## src/verilog/cif_pkg.sv

```systemverilog
// Package for the core interrupt sequencer and status flag block
package cif_pkg;

	// ==========================================================
	// Register addresses in data memory
	localparam logic [7:0] CIF_ADDR_STATUS = 8'h0A;
	localparam logic [7:0] CIF_ADDR_IRQ_CONTROL   = 8'h0B;

	// ==========================================================
	// Status register bit positions
	localparam int CIF_ST_CARRY = 0;
	localparam int CIF_ST_HALF  = 1;
	localparam int CIF_ST_ZERO  = 2;
	localparam int CIF_ST_WRAP  = 3;
	localparam int CIF_ST_PDF   = 4;
	localparam int CIF_ST_WDX   = 5;

	// ==========================================================
	// Interrupt control bit positions
	localparam int CIF_IC_MASTER = 0;
	localparam int CIF_IC_EXT_EN = 1;
	localparam int CIF_IC_T0_EN  = 2;
	localparam int CIF_IC_T1_EN  = 3;
	localparam int CIF_IC_EXT_RQ = 4;
	localparam int CIF_IC_T0_RQ  = 5;
	localparam int CIF_IC_T1_RQ  = 6;

	// ==========================================================
	// Vectors, reset values, stack depth
	localparam logic [14:0] CIF_VEC_EXT  = 15'h0004;
	localparam logic [14:0] CIF_VEC_T0   = 15'h0008;
	localparam logic [14:0] CIF_VEC_T1   = 15'h000C;
	localparam logic [7:0]  CIF_RST_REG  = 8'h00;
	localparam int          CIF_STACK_LEVELS = 8;

	// ==========================================================
	// Arithmetic operations
	typedef enum logic [3:0] {
		CIF_OP_NONE, CIF_OP_ADD, CIF_OP_ADC, CIF_OP_SUB, CIF_OP_SBC,
		CIF_OP_AND, CIF_OP_OR, CIF_OP_XOR, CIF_OP_CPL, CIF_OP_INC,
		CIF_OP_DEC, CIF_OP_RLC, CIF_OP_RRC, CIF_OP_RL, CIF_OP_RR
	} cif_op_t;

	// ALU request bundle
	typedef struct packed {
		logic    valid;
		cif_op_t op;
		logic [7:0] a;
		logic [7:0] b;
	} cif_alu_req_t;

	// Core instruction strobes
	typedef struct packed {
		logic call;
		logic ret;
		logic return_from_irq_op;
		logic halt;
		logic wdt_clear;
		logic wdt_timeout;
	} cif_core_ev_t;

endpackage : cif_pkg

```

## src/verilog/cif_core_irq.sv

```systemverilog
// Interrupt sequencer, return stack index and status flag register of the core
`timescale 1ns/100ps
`default_nettype none

import cif_pkg::*;

module cif_core_irq #(
	parameter int STACK_LEVELS = cif_pkg::CIF_STACK_LEVELS
) (
	input  wire logic              i_clk_sys,
	input  wire logic              i_rst_n,
	input  wire logic              i_ext_irq_n,
	input  wire logic              i_timer0_ovf,
	input  wire logic              i_timer1_ovf,
	input  wire cif_pkg::cif_core_ev_t i_core_ev,
	input  wire cif_pkg::cif_alu_req_t i_alu,
	input  wire logic              i_reg_we,
	input  wire logic [7:0]        i_reg_addr,
	input  wire logic [7:0]        i_reg_wdata,
	output logic [7:0]             o_reg_rdata,
	output logic [7:0]             o_alu_result,
	output logic                   o_irq_take,
	output logic [14:0]            o_irq_vector,
	output logic                   o_stack_full,
	output logic                   o_wake,
	output logic [7:0]             o_status,
	output logic [7:0]             o_irq_control
);
	import cif_pkg::*;

	localparam int SPW = $clog2(STACK_LEVELS + 1);

	// ==========================================================
	// State
	typedef struct packed {
		logic [7:0]     status;
		logic [7:0]     irq_control;
		logic [SPW-1:0] depth;
		logic           ext_pin;
		logic           take;
		logic [14:0]    vector;
		logic           wake;
		logic [7:0]     rdata;
		logic [7:0]     result;
		logic           full;
	} cif_state_t;

	cif_state_t s_q;
	cif_state_t s_d;

	// ==========================================================
	// Arithmetic unit
	// Flag computation shared by every arithmetic path
	function automatic logic [12:0] alu_calc(input cif_op_t op, input logic [7:0] a,
		input logic [7:0] b, input logic cin);
		logic [8:0] sum;
		logic [4:0] lo;
		logic [7:0] bb;
		logic       ci;
		logic       c7;
		logic [7:0] r;
		logic       c;
		logic       h;
		logic       v;
		logic       arith;
		logic       upd_c;
		sum   = 9'h000;
		lo    = 5'h00;
		bb    = b;
		ci    = 1'b0;
		c7    = 1'b0;
		r     = 8'h00;
		c     = cin;
		h     = 1'b0;
		v     = 1'b0;
		arith = 1'b0;
		upd_c = 1'b0;
		unique case (op)
			CIF_OP_ADD, CIF_OP_ADC, CIF_OP_SUB, CIF_OP_SBC, CIF_OP_INC, CIF_OP_DEC: begin
				arith = 1'b1;
				if (op == CIF_OP_ADD) begin
					ci = 1'b0;
				end else if (op == CIF_OP_ADC) begin
					ci = cin;
				end else if (op == CIF_OP_SUB) begin
					bb = ~b;
					ci = 1'b1;
				end else if (op == CIF_OP_SBC) begin
					bb = ~b;
					ci = cin;
				end else if (op == CIF_OP_INC) begin
					bb = 8'h01;
				end else begin
					bb = 8'hFF;
				end
				// Subtraction as a + ~b + 1: carry out means no borrow
				sum = {1'b0, a} + {1'b0, bb} + {8'h00, ci};
				lo  = {1'b0, a[3:0]} + {1'b0, bb[3:0]} + {4'h0, ci};
				c7  = a[7] ^ bb[7] ^ sum[7];
				r   = sum[7:0];
				h   = lo[4];
				v   = c7 ^ sum[8];
				upd_c = (op != CIF_OP_INC) && (op != CIF_OP_DEC);
				if (upd_c) begin
					c = sum[8];
				end
			end
			CIF_OP_AND: r = a & b;
			CIF_OP_OR:  r = a | b;
			CIF_OP_XOR: r = a ^ b;
			CIF_OP_CPL: r = ~a;
			CIF_OP_RLC: begin
				r = {a[6:0], cin};
				c = a[7];
			end
			CIF_OP_RRC: begin
				r = {cin, a[7:1]};
				c = a[0];
			end
			CIF_OP_RL: r = {a[6:0], a[7]};
			CIF_OP_RR: r = {a[0], a[7:1]};
			CIF_OP_NONE: r = a;
			// Spare opcode passes the operand through untouched
			default: r = a;
		endcase
		// Bits: result, carry, half, overflow, arith, constant zero
		alu_calc = {r, c, h, v, arith, 1'b0};
	endfunction

	// ==========================================================
	// Next state
	always_comb begin
		logic [12:0] alu_o;
		logic        fall;
		logic        ext_p;
		logic        t0_p;
		logic        t1_p;
		logic        room;
		logic        ret_any;
		logic [SPW-1:0] dep;
		alu_o   = 13'h0000;
		fall    = 1'b0;
		ext_p   = 1'b0;
		t0_p    = 1'b0;
		t1_p    = 1'b0;
		room    = 1'b0;
		ret_any = 1'b0;
		dep     = s_q.depth;
		s_d     = s_q;
		s_d.take = 1'b0;
		s_d.ext_pin = i_ext_irq_n;

		// Software writes first, so hardware events below win over them
		if (i_reg_we && i_reg_addr == CIF_ADDR_STATUS) begin
			s_d.status[3:0] = i_reg_wdata[3:0];
		end
		if (i_reg_we && i_reg_addr == CIF_ADDR_IRQ_CONTROL) begin
			s_d.irq_control[6:0] = i_reg_wdata[6:0];
		end

		// ==========================================================
		// Zero follows every operation; carry only ADD, ADC, SUB, SBC, RLC, RRC; half and wrap the arithmetic ones
		if (i_alu.valid) begin
			alu_o = alu_calc(i_alu.op, i_alu.a, i_alu.b, s_q.status[CIF_ST_CARRY]);
			s_d.result = alu_o[12:5];
			s_d.status[CIF_ST_CARRY] = alu_o[4];
			s_d.status[CIF_ST_ZERO]  = (alu_o[12:5] == 8'h00);
			if (alu_o[1]) begin
				s_d.status[CIF_ST_HALF] = alu_o[3];
				s_d.status[CIF_ST_WRAP] = alu_o[2];
			end
		end

		// ==========================================================
		// Power-down and expiry flags; only core events move them
		if (i_core_ev.halt) begin
			s_d.status[CIF_ST_PDF] = 1'b1;
			s_d.status[CIF_ST_WDX] = 1'b0;
		end
		if (i_core_ev.wdt_clear) begin
			s_d.status[CIF_ST_PDF] = 1'b0;
			s_d.status[CIF_ST_WDX] = 1'b0;
		end
		if (i_core_ev.wdt_timeout) begin
			s_d.status[CIF_ST_WDX] = 1'b1;
		end
		s_d.status[7:6] = 2'b00;

		// ==========================================================
		// Return stack depth; only the PC is pushed, core handles contents
		ret_any = i_core_ev.ret || i_core_ev.return_from_irq_op;
		if (ret_any && dep != '0) begin
			dep = dep - 1'b1;
		end
		if (i_core_ev.call && dep != SPW'(STACK_LEVELS)) begin
			dep = dep + 1'b1;
		end
		if (i_core_ev.return_from_irq_op) begin
			s_d.irq_control[CIF_IC_MASTER] = 1'b1;
		end

		// ==========================================================
		// Acknowledge uses registered flags; full stack holds everything off unless a return comes in the same cycle
		room  = (s_q.depth != SPW'(STACK_LEVELS)) || ret_any;
		ext_p = s_q.irq_control[CIF_IC_EXT_EN] && s_q.irq_control[CIF_IC_EXT_RQ];
		t0_p  = s_q.irq_control[CIF_IC_T0_EN] && s_q.irq_control[CIF_IC_T0_RQ];
		t1_p  = s_q.irq_control[CIF_IC_T1_EN] && s_q.irq_control[CIF_IC_T1_RQ];
		if (s_q.irq_control[CIF_IC_MASTER] && room && !i_core_ev.call && (ext_p || t0_p || t1_p)) begin
			s_d.take = 1'b1;
			s_d.irq_control[CIF_IC_MASTER] = 1'b0;
			dep = dep + 1'b1;
			if (ext_p) begin
				s_d.vector = CIF_VEC_EXT;
				s_d.irq_control[CIF_IC_EXT_RQ] = 1'b0;
			end else if (t0_p) begin
				s_d.vector = CIF_VEC_T0;
				s_d.irq_control[CIF_IC_T0_RQ] = 1'b0;
			end else begin
				s_d.vector = CIF_VEC_T1;
				s_d.irq_control[CIF_IC_T1_RQ] = 1'b0;
			end
		end

		// ==========================================================
		// Request capture after the acknowledge: a request arriving in the
		// cycle of its own acknowledge is kept instead of being lost, and
		// a same-cycle software clear loses as well
		fall = s_q.ext_pin && !i_ext_irq_n;
		if (fall) begin
			s_d.irq_control[CIF_IC_EXT_RQ] = 1'b1;
		end
		if (i_timer0_ovf) begin
			s_d.irq_control[CIF_IC_T0_RQ] = 1'b1;
		end
		if (i_timer1_ovf) begin
			s_d.irq_control[CIF_IC_T1_RQ] = 1'b1;
		end
		s_d.depth   = dep;
		// Full flag registered so the output comes straight from a flop
		s_d.full    = (dep == SPW'(STACK_LEVELS));
		s_d.irq_control[7] = 1'b0;

		// Wake on any request, enabled or not, while powered down
		s_d.wake = s_q.status[CIF_ST_PDF] && (fall || i_timer0_ovf || i_timer1_ovf);

		// ==========================================================
		// Registered read port
		unique case (i_reg_addr)
			CIF_ADDR_STATUS: s_d.rdata = {2'b00, s_d.status[5:0]};
			CIF_ADDR_IRQ_CONTROL:   s_d.rdata = {1'b0, s_d.irq_control[6:0]};
			default:         s_d.rdata = 8'h00;
		endcase
	end

	// ==========================================================
	// State register; reset clears enables and flags
	always_ff @(posedge i_clk_sys or negedge i_rst_n) begin
		if (!i_rst_n) begin
			s_q <= '{status: CIF_RST_REG, irq_control: CIF_RST_REG, depth: '0, ext_pin: 1'b1,
				take: 1'b0, vector: 15'h0000, wake: 1'b0, rdata: 8'h00,
				result: 8'h00, full: 1'b0};
		end else begin
			s_q <= s_d;
		end
	end

	// ==========================================================
	// Outputs straight from flops
	assign o_reg_rdata   = s_q.rdata;
	assign o_alu_result  = s_q.result;
	assign o_irq_take    = s_q.take;
	assign o_irq_vector  = s_q.vector;
	assign o_stack_full  = s_q.full;
	assign o_wake        = s_q.wake;
	assign o_status      = s_q.status;
	assign o_irq_control = s_q.irq_control;

endmodule : cif_core_irq

`default_nettype wire

```

## config.mk

```make
export PLATFORM = sky130hd
export DESIGN_NAME = cif_core_irq
export DESIGN_NICKNAME = d
export VERILOG_FILES = /design/src/verilog/cif_pkg.sv /design/src/verilog/cif_core_irq.sv
export SDC_FILE = /design/constraint.sdc
export NUM_CORES = 1
export LEC_CHECK = 0
export BUFFER_PORTS_ARGS = -buffer_cell sky130_fd_sc_hd__buf_2
export CAP_MARGIN = 20
export CORE_ASPECT_RATIO = 0.9
export CORE_UTILIZATION = 24
export DETAILED_ROUTE_END_ITERATION = 6
export PLACE_DENSITY_LB_ADDON = 0.15
export SYNTH_ARGS = -nofsm -noshare
export SYNTH_HDL_FRONTEND = slang
export SYNTH_SLANG_ARGS = --single-unit
```

## constraint.sdc

```tcl
create_clock -name i_clk_sys -period 7.75 [get_ports i_clk_sys]
set_input_delay 1.1625 -clock i_clk_sys [delete_from_list [all_inputs] [get_ports i_clk_sys]]
set_output_delay 1.1625 -clock i_clk_sys [all_outputs]
set_load 0.01 [all_outputs]
```

# [Word level (Yosys, flattened, before mapping)]
# Cells that the tools add are included.
[totals] in_bits=49 mem_bits_ro=0 elab_cells=116 output_inout_bits=50 memories=0 latch_bits=0 ff_bits=52 ramBits=0
[op_classes] addsub=7 reduce_logical=24 mux=46 magnitude_cmp=0 n_shift=0 n_eq_ne=21 n_bitwise=8 n_mul=0 n_div=0
[op_table] op="8-bit case mux with 9 select lines" count=1
[op_table] op="8-bit 2-to-1 mux" count=8
[op_table] op="4-bit equality test (second input constant)" count=8
[op_table] op="4-bit 2-to-1 mux" count=6
[op_table] op="1-bit 2-to-1 mux" count=22
[op_table] op="4-bit by 3-bit equality test with 1-bit output (second input constant)" count=4
[op_table] op="8-bit by 4-bit equality test with 1-bit output (second input constant)" count=2
[op_table] op="16-bit 2-to-1 mux" count=1
[op_table] op="4-bit != test (second input constant)" count=4
[op_table] op="8-bit inverter" count=2
[op_table] op="7-bit case mux with 2 select lines" count=1
[op_table] op="1-bit logical AND" count=13
[op_table] op="8-bit by 8-bit adder with 9-bit output" count=1
[op_table] op="9-bit by 1-bit adder with 9-bit output" count=1
[op_table] op="4-bit by 1-bit adder with 4-bit output (second input constant)" count=2
[op_table] op="8-bit bitwise AND" count=1
[op_table] op="4-bit by 2-bit equality test with 1-bit output (second input constant)" count=2
[op_table] op="8-bit zero test" count=1
[op_table] op="8-bit bitwise OR" count=1
[op_table] op="8-bit bitwise XOR" count=1
[op_table] op="7-bit 2-to-1 mux" count=1
[op_table] op="1-bit logical OR" count=6
[op_table] op="2-bit 2-to-1 mux" count=3
[op_table] op="3-bit 2-to-1 mux" count=2
[op_table] op="other kinds (9)" count=12

# [Longest topological paths before layout]
[depth] word_depth=16 ltp_mapped=16 ltp_nobuf=15

# [Worst setup path after synthesis]
# No wires, ideal clock.
[synth_path] path_kind="input to register" start="input port i_alu[18] in the netlist's numbering" end="register s_q, in the netlist o_reg_rdata[0]" stages=15 path_slack_ns=3.253 setup_ns=0.121 arrival_time_ns=4.376 n_path_buf=3 cell_sequence="buf_2 > clkbuf_1 > buf_2 > nand2b_1 > o22ai_1 > and2_1 > fa_1 > fa_1 > a21o_1 > a221oi_2 > o21bai_1 > a2111oi_0 > a2111oi_2 > a21oi_1 > nor2_1"
[synth_lines] item="from (decl)" line_no="cif_core_irq.sv:16" text="input wire cif_pkg::cif_alu_req_t i_alu,"
[synth_lines] item="to (signal assigned)" line_no="cif_core_irq.sv:259" text="s_q <= '{status: CIF_RST_REG, irq_control: CIF_RST_REG, depth: '0, ext_pin: 1'b1,"
[synth_lines] item="to (decl)" line_no="cif_core_irq.sv:48" text="cif_state_t s_q;"

==> flow_summary.toml <==
[timing]
worstMarginPinSlew_ps = 881.4
timing.final.crit_share_pct = 68.35
worst_slack_ps = 2453
rsz0062_at_grt = "false"
hold_viol_final = 0
skew_ps = 7.239
period_needed_ps = 5297
relSlewSlack_pct = 41.12
setup_viol = 0
clock.fmax_ghz = 0.1888
fin_tns_setup_ps = 0
slew_violations = 0

[clocking]
clockRootBuffer = "clkbuf_16"
postCtsSetupRepairBufs = 0
insertion_delay_ps = 280
cts_tree = "done"
cts_hold_buf = 0
clkTransAtPathRegs_ps = 60
htree_levels = 2
numCtsBuffers = 5
cts_buffer_depth = 2
cts_num_sinks = 38
ctsResizeCount = 0

[route]
drcViolationCount = 0
routed_via_density = 4.840
postRouteAntennaNets = 0
drt_pass1_iterations = 4
drt-total-wl_mm = 11.66
drt_iter0_drc = 180
wl_per_cell_um = 16.27
vias = 3470

[logic_synthesis]
synth_cell_type_count = 72
synth_ff_type = "dfrtp_1"
async_flop_share_pct = 100.0
ys_seq_area_share_pct = 24.05
yosys_warnings = 0
synth_edf_count = 0
synth_largest_area_cell = "dfrtp_1"
synth_seq_cells = 38
avgSynthCellArea_um2 = 8.317
syn-cell-area_um2 = 3959
netlist.area_leader.share_pct = 23.39
yosys-top-cells-area = "dfrtp_1, buf_4, ha_1"
post_synth_inst_count = 476

[power_and_ir_drop]
fin_total_pwr_uw = 835.4
p_leak_nw = 2.003
ir_drop_mv = 0.1074
power_density_nw_per_um2 = 191.3

[setup_path]
regToRegSetupSlack_ps = 4030
r2r-end = "o_reg_rdata[0]$_DFF_PN0_"
endpoint_kind = "flip-flop"
crit_path_end = "o_reg_rdata[0]$_DFF_PN0_"
crit_required_ps = 7910
critical_path.startpoint = "i_alu[16]"
r2r_start = "o_status[0]$_DFF_PN0_"
crit_arrival_ps = 5450
crit_path_max_fanout = 29
crit_type = "input port to flip-flop"
rr_worst_depth = 12
startpoint_type = "input port"

[floorplan]
dieHeight_um = 123.8
die-area_um2 = 17010
core_area_um2 = 16130
fp.dieW_um = 137.4
row_count = 44
initial_core_util_pct = 24.54
ios = 99

[placement]
dpl.hpwl_mm = 9.009
post_dp_cell_area_um2 = 4220
place_congestion = 0.7968
place_ws_ps = 2150
dpl.cell_count = 709
io_buffers = 80

[global_route]
grt_overflow = 0
grtUsageTotal_pct = 13.85
first_global_vias = 3329
antenna_found_initial = 0
grt_pass1_wl_mm = 18.15
grt_max_degree = 53

[run_status]
status = "finished, final reports clean"

[layout]
n_antenna_cell = 0
stdcell_count = 717
area_delta_synth_final_pct = 10.34
drive_above_1_share_pct = 22.35
final_nets = 588
finalInstanceArea_um2 = 4368

[flow_run]
drv_cap = 0

[min_path]
hold_class = "flip-flop to flip-flop"
## state kept, by name (all words and copies together) (netlist names)
register       cells
s_q                5
o_status           6
o_stack_full       1
o_alu_result       8
o_reg_rdata        7
o_irq_take         1
o_irq_control      7
o_irq_vector       2
o_wake             1
## metrics by stage
| stage | hold WS (ps) | utilization, % |
|---|---|---|
| after floorplan | 452.1 | - |
| after global placement | 475.6 | 26.16 |
| after detailed placement | 492.6 | 26.16 |
| after CTS | 505.4 | 27.08 |
| after global routing | 521.4 | 27.08 |
| final | 494.8 | 27.08 |
## cells in the final DEF, fill, tap and decap left out, types with 8 or more instances in the layout
cell type	instances
inv_1	36
conb_1	17
o21a_1	10
a22oi_1	10
ha_1	28
mux2_2	12
nor3_1	10
nor2_1	30
nand3_1	9
and3_1	8
a21oi_1	14
xnor2_1	10
buf_2	80
o21ai_0	30
mux2i_1	13
nand2_1	29
dfrtp_1	37
## worst min path at each step
| stage | cells past startpoint | start | to |
|---|---|---|---|
| 5_1_grt | 1 | o_status[5]$_DFF_PN0_ | o_status[5]$_DFF_PN0_ |
| 2_1_floorplan | 1 | o_alu_result[4]$_DFFE_PN0P_ | o_alu_result[4]$_DFFE_PN0P_ |
| 6_report | 1 | o_alu_result[4]$_DFFE_PN0P_ | o_alu_result[4]$_DFFE_PN0P_ |
| 3_3_place_gp | 1 | o_alu_result[4]$_DFFE_PN0P_ | o_alu_result[4]$_DFFE_PN0P_ |
| 3_5_place_dp | 1 | o_alu_result[4]$_DFFE_PN0P_ | o_alu_result[4]$_DFFE_PN0P_ |
| 4_1_cts | 1 | o_alu_result[4]$_DFFE_PN0P_ | o_alu_result[4]$_DFFE_PN0P_ |
## cells by family after synthesis
logic type,synth area share [%]
mux,7.269
xor+xnor,2.876
compound gates,24.75
flops,24.05
fa+ha+maj,10.62
simple gates,14.98
other cells,0.09473
buf+inv,15.36
## metal layers
metal  up-vias  wire, um  track usage, %
met1      1657      5811           20.16
li1       1717         -               -
met3        11       420           1.547
met2        85      5318           21.95
met4         0       113           2.610
met5         -         0               0
## synth_stat cells (4+ instances only)
library cell / number
buf_4: 47
dfrtp_1: 37
inv_1: 36
nor2_1: 30
o21ai_0: 30
nand2_1: 29
ha_1: 28
buf_2: 18
a21oi_1: 14
mux2i_1: 13
mux2_2: 12
a22oi_1: 10
nor3_1: 10
o21a_1: 10
xnor2_1: 10
nand3_1: 9
and3_1: 8
clkbuf_1: 6
o22ai_1: 6
a211o_1: 5
a211oi_1: 5
a31oi_1: 5
nor2b_1: 5
o211ai_1: 5
o21ai_1: 4
o21bai_1: 4
o31ai_1: 4
or3_1: 4
## final cells by class
type,count,area [um^2]
clock inverters,1,5.005
well taps,207,259.0
flip-flops and latches,38,952.2
repair buffers,81,407.9
multi-input cells,345,2459
inverters,38,142.6
clock buffers,7,142.6
fillers,1769,11760
## power breakdown
part           internal [mW]  switching [mW]
clock network          0.127          0.0744
registers              0.232          0.0250
logic                  0.161           0.216
## worst max-delay path, cell delays in order
cell,delay (ps)
buf_2,420
inv_2,300
nor3_1,760
o21ai_0,210
o21a_1,200
fa_1,430
a21o_1,230
a221oi_2,430
o21bai_1,130
a2111oi_0,670
a2111oi_2,140
a21oi_1,290
nor2_1,70
Power figures use the tool's default switching activity.
